<file path="config.mk">
export PLATFORM = sky130hd
export DESIGN_NAME = amx_mux_ctrl
export DESIGN_NICKNAME = d
export VERILOG_FILES = /design/src/amx_decode.v /design/src/amx_mux_ctrl.v
export VERILOG_INCLUDE_DIRS = /design/src /design/src/src
export SDC_FILE = /design/constraint.sdc
export NUM_CORES = 1
export LEC_CHECK = 0
export ABC_AREA = 1
export ABC_CLOCK_PERIOD_IN_PS = 800
export BUFFER_PORTS_ARGS = -buffer_cell sky130_fd_sc_hd__buf_2
export CAP_MARGIN = 20
export CORE_MARGIN = 2
export CORE_UTILIZATION = 54
export CTS_BUF_LIST = sky130_fd_sc_hd__clkbuf_8
export CTS_CLUSTER_SIZE = 20
export DETAILED_ROUTE_END_ITERATION = 7
export PLACE_DENSITY = 0.77
export SETUP_SLACK_MARGIN = 0.1
export SYNTH_ARGS = -nofsm -noshare
export SYNTH_HDL_FRONTEND = slang
export SYNTH_HIERARCHICAL = 1
export SYNTH_SLANG_ARGS = --single-unit
</file>
<file path="constraint.sdc">
create_clock -name mclk_in -period 0.8 [get_ports mclk_in]
set_input_delay 0.04 -clock mclk_in [delete_from_list [all_inputs] [get_ports mclk_in]]
set_output_delay 0.04 -clock mclk_in [all_outputs]
set_load 0.02 [all_outputs]
</file>
<file path="src/amx_consts.vh">
`ifndef AMX_CONSTS_VH
`define AMX_CONSTS_VH
// channel count and select width
`define AMX_NUM_CH 24
`define AMX_SEL_W 5
// select codes
`define AMX_SEL_HIZ 5'h00
`define AMX_SEL_FIRST 5'h01
`define AMX_SEL_LAST 5'h18
// output modes
`define AMX_MODE_PULLDN 3'h1
`define AMX_MODE_HIZ 3'h2
`define AMX_MODE_DRIVE 3'h4
// reset values
`define AMX_RST_SEL 5'h00
`define AMX_RST_EN 1'h0
`define AMX_RST_STATE 3'h1
// channel bit positions by group
`define AMX_BIT_SUPPLY_LO 0
`define AMX_BIT_SUPPLY_HI 2
`define AMX_BIT_SWFB_LO 3
`define AMX_BIT_SWFB_HI 9
`define AMX_BIT_LINREG_LO 10
`define AMX_BIT_LINREG_HI 13
`define AMX_BIT_DIETEMP 14
`define AMX_BIT_REGTEMP_LO 15
`define AMX_BIT_REGTEMP_HI 23
// output state bits
`define AMX_MODE_BIT_PULLDN 0
`define AMX_MODE_BIT_HIZ 1
`define AMX_MODE_BIT_DRIVE 2
`endif

</file>
<file path="src/amx_decode.v">
`timescale 1ns/1ns
`include "amx_consts.vh"
module amx_decode #(
    parameter NUM_CH = `AMX_NUM_CH
) (
    // control
    input wire enable_in,
    input wire sys_on_in,
    input wire [`AMX_SEL_W-1:0] sel_in,
    // decoded
    output wire [NUM_CH-1:0] onehot_out,
    output wire [2:0] mode_out
);
    wire any_w;
    genvar i;
    // one-hot decode, one line per routed channel
    generate
        for (i = 0; i < NUM_CH; i = i + 1) begin : g_ch
            localparam [`AMX_SEL_W-1:0] CODE = i + 1;
            assign onehot_out[i] = enable_in && sys_on_in &&
                (sel_in == CODE);
        end
    endgenerate
    // codes 1..24 route channels, above that none
    assign any_w = |onehot_out;
    assign mode_out = !(enable_in && sys_on_in) ? `AMX_MODE_PULLDN :
        (any_w ? `AMX_MODE_DRIVE : `AMX_MODE_HIZ);
endmodule

</file>
<file path="src/amx_mux_ctrl.v">
`timescale 1ns/1ns
`include "amx_consts.vh"
// Notes on behaviour
// - 24 channels; output driven only in system-on states.
// - enable low: mux off, output pulled to ground, select ignored.
// - enable high: channel chosen from 5-bit select field.
// - enable high, select zero: no channel, output high impedance.
// - codes 1-3: input supply, backup supply, coin cell.
// - codes 4-9 switcher 1-6 feedback; code 10 switcher 7.
// - codes 11-14: linear regulator 1-4 outputs.
// - 15 die temp; 16-24 regional sensors; 25-31 reserved.
module amx_mux_ctrl #(
    parameter NUM_CH = `AMX_NUM_CH
) (
    // clock and reset
    input wire mclk_in,
    input wire reset_in,

    // control from register logic, same clock
    input wire monitor_enable_in,
    input wire [`AMX_SEL_W-1:0] monitor_channel_select_in,
    input wire sys_on_in,

    // analog switch controls
    output wire [NUM_CH-1:0] channel_route_out,
    output wire pulldown_out,
    output wire buffer_drive_out,
    output wire hiz_out
);

    ////////////////////////////////////////////////////////////////////
    // output states, one-hot
    localparam [2:0] ST_PULLDN = `AMX_MODE_PULLDN;
    localparam [2:0] ST_HIZ = `AMX_MODE_HIZ;
    localparam [2:0] ST_DRIVE = `AMX_MODE_DRIVE;

    ////////////////////////////////////////////////////////////////////
    // decoder results
    wire [NUM_CH-1:0] onehot_w;
    wire [2:0] mode_w;
    wire active_w;
    wire reserved_w;

    ////////////////////////////////////////////////////////////////////
    // group hits
    wire supply_hit_w;
    wire swfb_hit_w;
    wire linreg_hit_w;
    wire dietemp_hit_w;
    wire regtemp_hit_w;
    wire group_hit_w;
    wire [NUM_CH-1:0] legal_w;

    ////////////////////////////////////////////////////////////////////
    // state and routing
    reg [2:0] state_r;
    reg [2:0] state_nxt;
    reg [NUM_CH-1:0] route_r;
    wire [NUM_CH-1:0] route_nxt;
    wire drive_nxt;
    genvar k;

    ////////////////////////////////////////////////////////////////////
    // decode
    amx_decode #(
        .NUM_CH(NUM_CH)
    ) u_dec (
        .enable_in(monitor_enable_in),
        .sys_on_in(sys_on_in),
        .sel_in(monitor_channel_select_in),
        .onehot_out(onehot_w),
        .mode_out(mode_w)
    );

    ////////////////////////////////////////////////////////////////////
    // mux runs only when enabled and system on
    assign active_w = monitor_enable_in && sys_on_in;

    ////////////////////////////////////////////////////////////////////
    // codes above the last channel route nothing
    assign reserved_w = active_w &&
        (monitor_channel_select_in > `AMX_SEL_LAST);

    ////////////////////////////////////////////////////////////////////
    // input supply, backup supply, coin cell
    assign supply_hit_w =
        |onehot_w[`AMX_BIT_SUPPLY_HI:`AMX_BIT_SUPPLY_LO];

    ////////////////////////////////////////////////////////////////////
    // switcher feedback, switchers one to seven
    assign swfb_hit_w =
        |onehot_w[`AMX_BIT_SWFB_HI:`AMX_BIT_SWFB_LO];

    ////////////////////////////////////////////////////////////////////
    // linear regulator outputs
    assign linreg_hit_w =
        |onehot_w[`AMX_BIT_LINREG_HI:`AMX_BIT_LINREG_LO];

    ////////////////////////////////////////////////////////////////////
    // die centre sensor
    assign dietemp_hit_w = onehot_w[`AMX_BIT_DIETEMP];

    ////////////////////////////////////////////////////////////////////
    // regional sensors
    assign regtemp_hit_w =
        |onehot_w[`AMX_BIT_REGTEMP_HI:`AMX_BIT_REGTEMP_LO];

    ////////////////////////////////////////////////////////////////////
    // any routable channel
    assign group_hit_w = supply_hit_w || swfb_hit_w || linreg_hit_w ||
        dietemp_hit_w || regtemp_hit_w;

    ////////////////////////////////////////////////////////////////////
    // channel group membership
    generate
        for (k = 0; k < NUM_CH; k = k + 1) begin : g_legal
            if (k <= `AMX_BIT_SUPPLY_HI) begin : g_sup
                assign legal_w[k] = supply_hit_w;
            end else if (k <= `AMX_BIT_SWFB_HI) begin : g_fb
                assign legal_w[k] = swfb_hit_w;
            end else if (k <= `AMX_BIT_LINREG_HI) begin : g_lin
                assign legal_w[k] = linreg_hit_w;
            end else if (k == `AMX_BIT_DIETEMP) begin : g_die
                assign legal_w[k] = dietemp_hit_w;
            end else begin : g_reg
                assign legal_w[k] = regtemp_hit_w;
            end
        end
    endgenerate

    ////////////////////////////////////////////////////////////////////
    // next output state
    always @* begin
        state_nxt = ST_PULLDN;
        case (mode_w)
            ST_PULLDN: begin
                state_nxt = ST_PULLDN;
            end

            ST_HIZ: begin
                if (active_w) begin
                    state_nxt = ST_HIZ;
                end else begin
                    state_nxt = ST_PULLDN;
                end
            end

            ST_DRIVE: begin
                if (active_w && group_hit_w && !reserved_w) begin
                    state_nxt = ST_DRIVE;
                end else if (active_w) begin
                    state_nxt = ST_HIZ;
                end else begin
                    state_nxt = ST_PULLDN;
                end
            end

            default: begin
                state_nxt = ST_PULLDN;
            end
        endcase
    end

    ////////////////////////////////////////////////////////////////////
    // a channel is routed only in the drive state
    assign drive_nxt = state_nxt[`AMX_MODE_BIT_DRIVE];

    generate
        for (k = 0; k < NUM_CH; k = k + 1) begin : g_route
            assign route_nxt[k] = onehot_w[k] && legal_w[k] &&
                drive_nxt;
        end
    endgenerate

    ////////////////////////////////////////////////////////////////////
    // state register, pulled down from reset
    always @(posedge mclk_in or posedge reset_in) begin
        if (reset_in) begin
            state_r <= `AMX_RST_STATE;
        end else begin
            state_r <= state_nxt;
        end
    end

    ////////////////////////////////////////////////////////////////////
    // route register, nothing routed from reset
    always @(posedge mclk_in or posedge reset_in) begin
        if (reset_in) begin
            route_r <= {NUM_CH{1'b0}};
        end else begin
            route_r <= route_nxt;
        end
    end

    ////////////////////////////////////////////////////////////////////
    // outputs straight from flops
    assign channel_route_out = route_r;
    assign pulldown_out = state_r[`AMX_MODE_BIT_PULLDN];
    assign hiz_out = state_r[`AMX_MODE_BIT_HIZ];
    assign buffer_drive_out = state_r[`AMX_MODE_BIT_DRIVE];

endmodule

</file>
==> impl_metrics.yaml, run 1 <==
run_status:
  status: "did not finish"
  stop_stage: "global routing (5_1_grt)"
  stop_error: "[ERROR DPL-0038] Utilization greater than 100%, impossible to legalize"
floorplanning:
  io_pins: 36
  die_x_um: 57.8
  die_h_um: 57.8
  initial_core_util_pct: 56.6
  num_rows: 19
logic_synthesis:
  synth-seq-cells: 27
  ys_warn_count: 6
  synth_top_cell_by_area: "dfrtp_1"
  synth_seq_area_share_pct: 43.3
  yosysTopAreaCellShare_pct: 41.7
  syn_inst: 212
  syn-num-nets: 221
  ys_top_cells_by_area: "dfrtp_1, inv_1, nor2_1"
  netlist_area_um2: 1560
  syn_area_per_cell_um2: 7.37
  ys_types: 18
timing:
  endpoint_type: "register input"
  crit_endpoint: "channel_route_out[12]$_DFF_PP0_/D"
placement:
  dpl.hpwl_mm: 2.73
  place_area_um2: 2180
  gp_congestion: 0.942
  port_buffers: 35
cts:
  cts_buffer_depth: 2
  clock-sinks: 27
  cts_root_buf: "clkbuf_8"
  cts_buffers: 3
  htree_levels: 1
global_route:
  grt_max_degree: 28
-- cell usage after synthesis --
cell,n
inv_2,3
nand3_4,1
a21oi_1,1
inv_1,57
nor2_4,3
nand2_2,8
dfstp_2,1
nor2_2,22
nand4_1,1
nand2_4,1
nand2_1,32
buf_6,3
dfrtp_1,26
nand3_2,3
o21ai_0,1
nor3_2,2
nor2_1,37
nand3_1,10
-- logic make-up after synthesis --
| group | synth area share [%] |
|---|---|
| simple gates | 39.4 |
| buf+inv | 16.6 |
| flops | 43.3 |
| compound gates | 0.640 |
-- stage by stage --
stage                     hold WS [ns]  worst slack, ns  instances
after floorplan                 0.0920           -0.628        212
after global placement          0.0690           -0.872        326
after detailed placement        0.0741            -1.00        326
after CTS                        0.229           -0.669        333
-- repair_timing --
item / in CTS
setup buffers: 1
hold endpoints to repair: 27
pin swaps: 1
cloned: 1
endpoints found under the setup margin: 54
gates resized for setup: 80
hold buffers: 1
==> inputs of run 2 (changes only) <==
--- a/config.mk
+++ b/config.mk
@@ -11,12 +11,9 @@
 export BUFFER_PORTS_ARGS = -buffer_cell sky130_fd_sc_hd__buf_2
 export CAP_MARGIN = 20
 export CORE_MARGIN = 2
-export CORE_UTILIZATION = 54
-export CTS_BUF_LIST = sky130_fd_sc_hd__clkbuf_8
-export CTS_CLUSTER_SIZE = 20
+export CORE_UTILIZATION = 39
 export DETAILED_ROUTE_END_ITERATION = 7
-export PLACE_DENSITY = 0.77
-export SETUP_SLACK_MARGIN = 0.1
+export PLACE_DENSITY_LB_ADDON = 0.15
 export SYNTH_ARGS = -nofsm -noshare
 export SYNTH_HDL_FRONTEND = slang
 export SYNTH_HIERARCHICAL = 1
==> run 2 against run 1 <==
Net effect: the flow now finishes, with violations (negative setup slack); area after synthesis stayed put; synthesized cell count stayed put.
==> impl_metrics.yaml, run 2 <==
run_status:
  status: "finished with violations"
  violations: "negative setup slack"
logic_synthesis:
  syn_inst: 212
  syn-num-nets: 221
  netlist_area_um2: 1560
  synth_mux_area_share_pct: 0
  synth_top_family_by_area: "simple AND/OR/NAND/NOR gates"
  synthArstFlopShare_pct: 100
  yosysTopAreaCellShare_pct: 41.7
  syn_area_per_cell_um2: 7.37
  synth-xor-area-share_pct: 0
  synth-seq-cells: 27
  synth_most_common_cell: "inv_1"
  ys_types: 18
  netlist_top_cells_count: "inv_1, nor2_1, nand2_1, dfrtp_1, nor2_2"
  synth-simple-area-share_pct: 39.4
  ys.flop_type: "dfrtp_1"
  ys_warn_count: 6
  synth_edf_count: 0
  ys_top_cells_by_area: "dfrtp_1, inv_1, nor2_1"
  synth_seq_area_share_pct: 43.3
  synth_compound_area_share_pct: 0.641
  synth-adder-area-share_pct: 0
  synth_top_cell_by_area: "dfrtp_1"
global_route:
  grt_pass1_wl_mm: 5.51
  grt_pass1_vias: 1384
  grt_usage_pct: 15.3
  grt_overflow: 0
  grt_max_degree: 28
  grt_antenna_before_repair: 0
timing:
  worstMarginPinSlew_ns: 0.217
  hold_violations: 0
  grt_setup_unrepaired: "true"
  holdWs_ns: 0.224
  period_share_pct: 171
  min_period_ns: 1.37
  max_freq_mhz: 730
  relSlewSlack_pct: 85.5
  final_max_slew_viol_count: 0
  tns_ns: -14.98
  final-setup-viol-count: 54
  finalWorstSetupSlack_ns: -0.570
pwr:
  ir_drop_v: 0.000573
  leakage_uw: 0.00148
  power_density_nw_per_um2: 942
worst_setup_path:
  worst-path-max-fanout: 17
  critPathTopFamily: "simple AND/OR/NAND/NOR gates"
  cp_slowest_stage_delay_ns: 0.20
  critical_path_class: "input pin to flop"
  arrival_ns: 1.57
  required_ns: 1.00
  crit_buf_inv: 4
  end_kind: "flop"
  slowest_stage: "nor3_4"
  worstPathCellList: "buf_2, inv_2, nand2_2, nor2_2, nand2_1, nand2_1, nor2_1, nand2_1, nor2_2, nand2_2, inv_2, nor3_4, nand3_4, buf_12, nor2_2"
  startpoint_type: "input pin"
cells_and_area:
  largest_reg_flops: 24
  diodes: 0
  syn_to_final_growth_pct: 70.4
  drive_above_1_share_pct: 54.6
  final_cell_mix: "buf_4, inv_1, nor2_2"
  fin_cells: 361
  layout_commonest_cell: "buf_4"
  nets: 323
cts:
  htree_levels: 1
  cts_root_buf: "clkbuf_8"
  cts_buffer_depth: 2
  cts_tree: "yes"
  clock-sinks: 27
  cts_buffers: 3
  clk_pin_slew_ns: 0.08
placement:
  port_buffers: 35
  gp_congestion: 0.891
  dpl.hpwl_mm: 2.52
  post-place-cells: 354
worst_hold_path:
  worstHoldPathCells: 5
  hp-start: "sys_on_in"
  holdCritPathClass: "input pin to flop"
  min_to: "state_r[0]"
routing:
  detail_route.vias_per_cell: 4.06
  ant_nets: 0
  drtIter0Drc: 65
  drcViolationCount: 0
  vias: 1467
  first_pass_iters: 4
  wl_per_cell_um: 8.75
  wirelength_mm: 3.16
floorplanning:
  die_h_um: 67.3
  num_rows: 22
  io_pins: 36
  die_x_um: 67.3
  coreArea_um2: 3740
  dieArea_um2: 4530
  initial_core_util_pct: 41.7
run:
  drv_cap: 0
-- run 2: cell counts after synthesis --
No cell type changed its count.
-- run 2: final cells by class --
type	count	area, um2
clock buffer	4	45.0
fill	306	1080
inverter	60	228
multi-input combinational	122	743
sequential	27	677
tap	48	60.1
timing repair buffer	100	908
-- run 2: repair_timing --
| item | CTS | global route |
|---|---|---|
| gates resized for setup | 81 | 14 |
| buffers inserted | 1 | 1 |
| endpoints found under the hold margin | 27 | 0 |
| gates cloned | 0 | 0 |
| hold buffers | 1 | 0 |
| setup endpoints to repair | 54 | 54 |
| pin swaps | 6 | 2 |
-- run 2: kinds of logic (layout without fill, tap and decap cells) --
logic type	Yosys count	count (layout)
buffers and inverters	63	164
flip-flops	27	27
AND/OR/NAND/NOR	120	120
AO/OA/AOI/OAI	2	2
-- run 2: how the worst max path moves through the flow --
stage / slack (ns) / depth (start not counted) / to / start
6_report: -0.57 / 15 / channel_route_out[7] / monitor_channel_select_in[3]
5_1_grt: -0.69 / 15 / channel_route_out[7] / monitor_channel_select_in[3]
4_1_cts: -0.58 / 15 / channel_route_out[13] / monitor_enable_in
3_5_place_dp: -0.94 / 13 / channel_route_out[13] / monitor_enable_in
3_3_place_gp: -0.89 / 15 / channel_route_out[7] / monitor_enable_in
2_1_floorplan: -0.63 / 14 / channel_route_out[2] / monitor_enable_in
-- run 2: through the flow --
| step | total power [uW] | util, % | setup WS [ns] | cell area, um2 |
|---|---|---|---|---|
| final | 2510 | 71.1 | -0.570 | 2660 |
| after global routing | 2640 | 71.1 | -0.689 | 2660 |
| after CTS | 2520 | 69.6 | -0.577 | 2600 |
| after detailed placement | 1750 | 61.3 | -0.939 | 2290 |
| after global placement | 1740 | 61.3 | -0.893 | 2290 |
| after floorplan | 1580 | - | -0.628 | 1580 |
-- run 2: tightest hold or removal path, stage by stage --
cell and delay [ns]:
buf_8 0.10, nand2_1 0.11, buf_4 0.13, a21oi_2 0.03, inv_1 0.04
-- run 2: metal layers --
layer	up-vias	GRT usage, %	part of all wire, %
met2	36	28.3	50
met3	2	1.50	3.8
li1	797	-	-
met1	632	19.0	45
met5	-	0	0
met4	0	3.83	0.63
-- run 2: power by group --
part	internal [uW]	switching, uW
Sequential	1370	0.963
Combinational	182	232
Clock	355	372
Total	1900	605
No activity file was read; power rests on OpenSTA's default activity.
==> inputs of run 3 (changes only) <==
--- a/config.mk
+++ b/config.mk
@@ -12,8 +12,10 @@
 export CAP_MARGIN = 20
 export CORE_MARGIN = 2
 export CORE_UTILIZATION = 39
+export CTS_BUF_LIST = sky130_fd_sc_hd__clkbuf_16
 export DETAILED_ROUTE_END_ITERATION = 7
 export PLACE_DENSITY_LB_ADDON = 0.15
+export SETUP_SLACK_MARGIN = 0.5
 export SYNTH_ARGS = -nofsm -noshare
 export SYNTH_HDL_FRONTEND = slang
 export SYNTH_HIERARCHICAL = 1
==> run 3 against run 2 <==
Net effect: combinational power is 11% higher; die area did not move; utilization grew 1.9 points; first-iteration DRC count shrank 51%; count of clock-buffer cells in the layout decreased by 1; sequential power barely moved; routed wire length rose by 9.0%; the run ends with negative hold slack, negative setup slack left; total power increased by 16%.
==> impl_metrics.yaml, run 3 (synthesized netlist as in run 2, its figures left out) <==
run_status:
  status: "finished with violations"
  violations: "negative hold slack, negative setup slack"
worst_hold_path:
  holdCritPathClass: "input pin to async pin"
pwr:
  power_density_nw_per_um2: 1060
  leakage_uw: 0.00150
  total_power_uw: 2900
  ir_drop_v: 0.000701
routing:
  ant_nets: 0
  drcViolationCount: 0
  first_pass_iters: 4
  m1WireLength_mm: 1.52
  wl_met3_um: 96
  met2WireLength_mm: 1.80
  drtIter0Drc: 32
  vias: 1455
  wirelength_mm: 3.44
  wl_per_cell_um: 9.67
  detail_route.vias_per_cell: 4.09
  routed.top_layer: "met4"
timing:
  period_share_pct: 181
  final-setup-viol-count: 31
  final_max_slew_viol_count: 0
  tns_ns: -16.93
  max_freq_mhz: 690
  min_period_ns: 1.45
  finalWorstSetupSlack_ns: -0.650
  hold_violations: 26
  grt_setup_unrepaired: "true"
  worstMarginPinSlew_ns: 0.348
  relSlewSlack_pct: 76.8
  holdWs_ns: -0.287
global_route:
  grt_usage_pct: 16.9
  grt_max_degree: 23
  grt_antenna_before_repair: 0
  grt_pass1_vias: 1340
  grt_pass1_wl_mm: 5.82
  grt_overflow: 0
cells_and_area:
  fin_cells: 356
  layout_commonest_cell: "buf_4"
  nets: 318
  fillCellCount: 306
  drive_above_1_share_pct: 55.5
  final_cell_mix: "buf_4, inv_1, buf_6"
  syn_to_final_growth_pct: 75.0
  largest_reg_flops: 24
  diodes: 0
placement:
  post-place-cells: 348
  port_buffers: 35
  gp_congestion: 0.884
  dpl.hpwl_mm: 2.68
cts:
  cts_root_buf: "clkbuf_16"
  cts_buffers: 3
  cts_buffer_depth: 2
  clk_pin_slew_ns: 0.06
  cts_tree: "yes"
  clock-sinks: 27
  htree_levels: 1
floorplanning:
  initial_core_util_pct: 41.7
  io_pins: 36
  die_x_um: 67.3
  coreArea_um2: 3740
  num_rows: 22
  dieArea_um2: 4530
  die_h_um: 67.3
worst_setup_path:
  worst-path-max-fanout: 22
  startpoint_type: "input pin"
  end_kind: "flop"
  required_ns: 0.98
  critical_path_class: "input pin to flop"
  arrival_ns: 1.63
run:
  drv_cap: 0
run 3: repair_timing:
item	in CTS	in global routing
pin swaps	3	3
resized for setup	84	25
buffers inserted	3	0
cloned	1	0
endpoints found under the setup margin	54	54
hold endpoints to repair	26	26
run 3: final timing paths:
path	from	end	slack (ns)	cells past startpoint
max	monitor_channel_select_in[3]	channel_route_out[22]	-0.65	15
min	reset_in	channel_route_out[5]	-0.29	2
max in group asynchronous	reset_in	state_r[0]	0.66	3
min in group mclk_in	sys_on_in	state_r[0]	0.23	5
run 3: per-layer routing:
layer | global-route usage, % | vias up
met1 | 21.7 | 634
met3 | 1.50 | 2
met5 | 0 | -
met4 | 5.36 | 0
li1 | - | 791
met2 | 30.0 | 28
run 3: critical path, cell delays in order:
cell     delay, ns
buf_2         0.11
inv_2         0.09
nand2_2       0.13
nor2_2        0.18
nand2_1       0.08
nand2_1       0.07
nor2_1        0.04
nand2_1       0.06
nor2_2        0.05
nand2_2       0.09
inv_2         0.06
nor3_4        0.24
nand3_4       0.11
buf_12        0.18
nor2_1        0.09
run 3: through the flow:
| stage | util (%) | worst slack (ns) | instance area [um2] |
|---|---|---|---|
| final | 73.0 | -0.650 | 2730 |
| after global routing | 73.0 | -0.774 | 2730 |
| after CTS | 71.0 | -0.636 | 2660 |
| after detailed placement | 59.8 | -0.924 | 2240 |
| after global placement | 59.8 | -0.894 | 2240 |
| after floorplan | - | -0.628 | 1590 |
run 3: final cells by class:
type	count	area, um2	area share [%]
clock inverter	1	3.75	0.137
timing repair buffer	95	893	32.7
tap	48	60.1	2.20
multi-input combinational	122	790	28.9
clock buffer	3	75.1	2.75
sequential	27	677	24.8
inverter	60	234	8.56
run 3: power by group:
part           switching [uW]  internal [uW]
Clock                     406            667
Sequential              0.811           1370
Combinational             260            199
Total                     666           2230
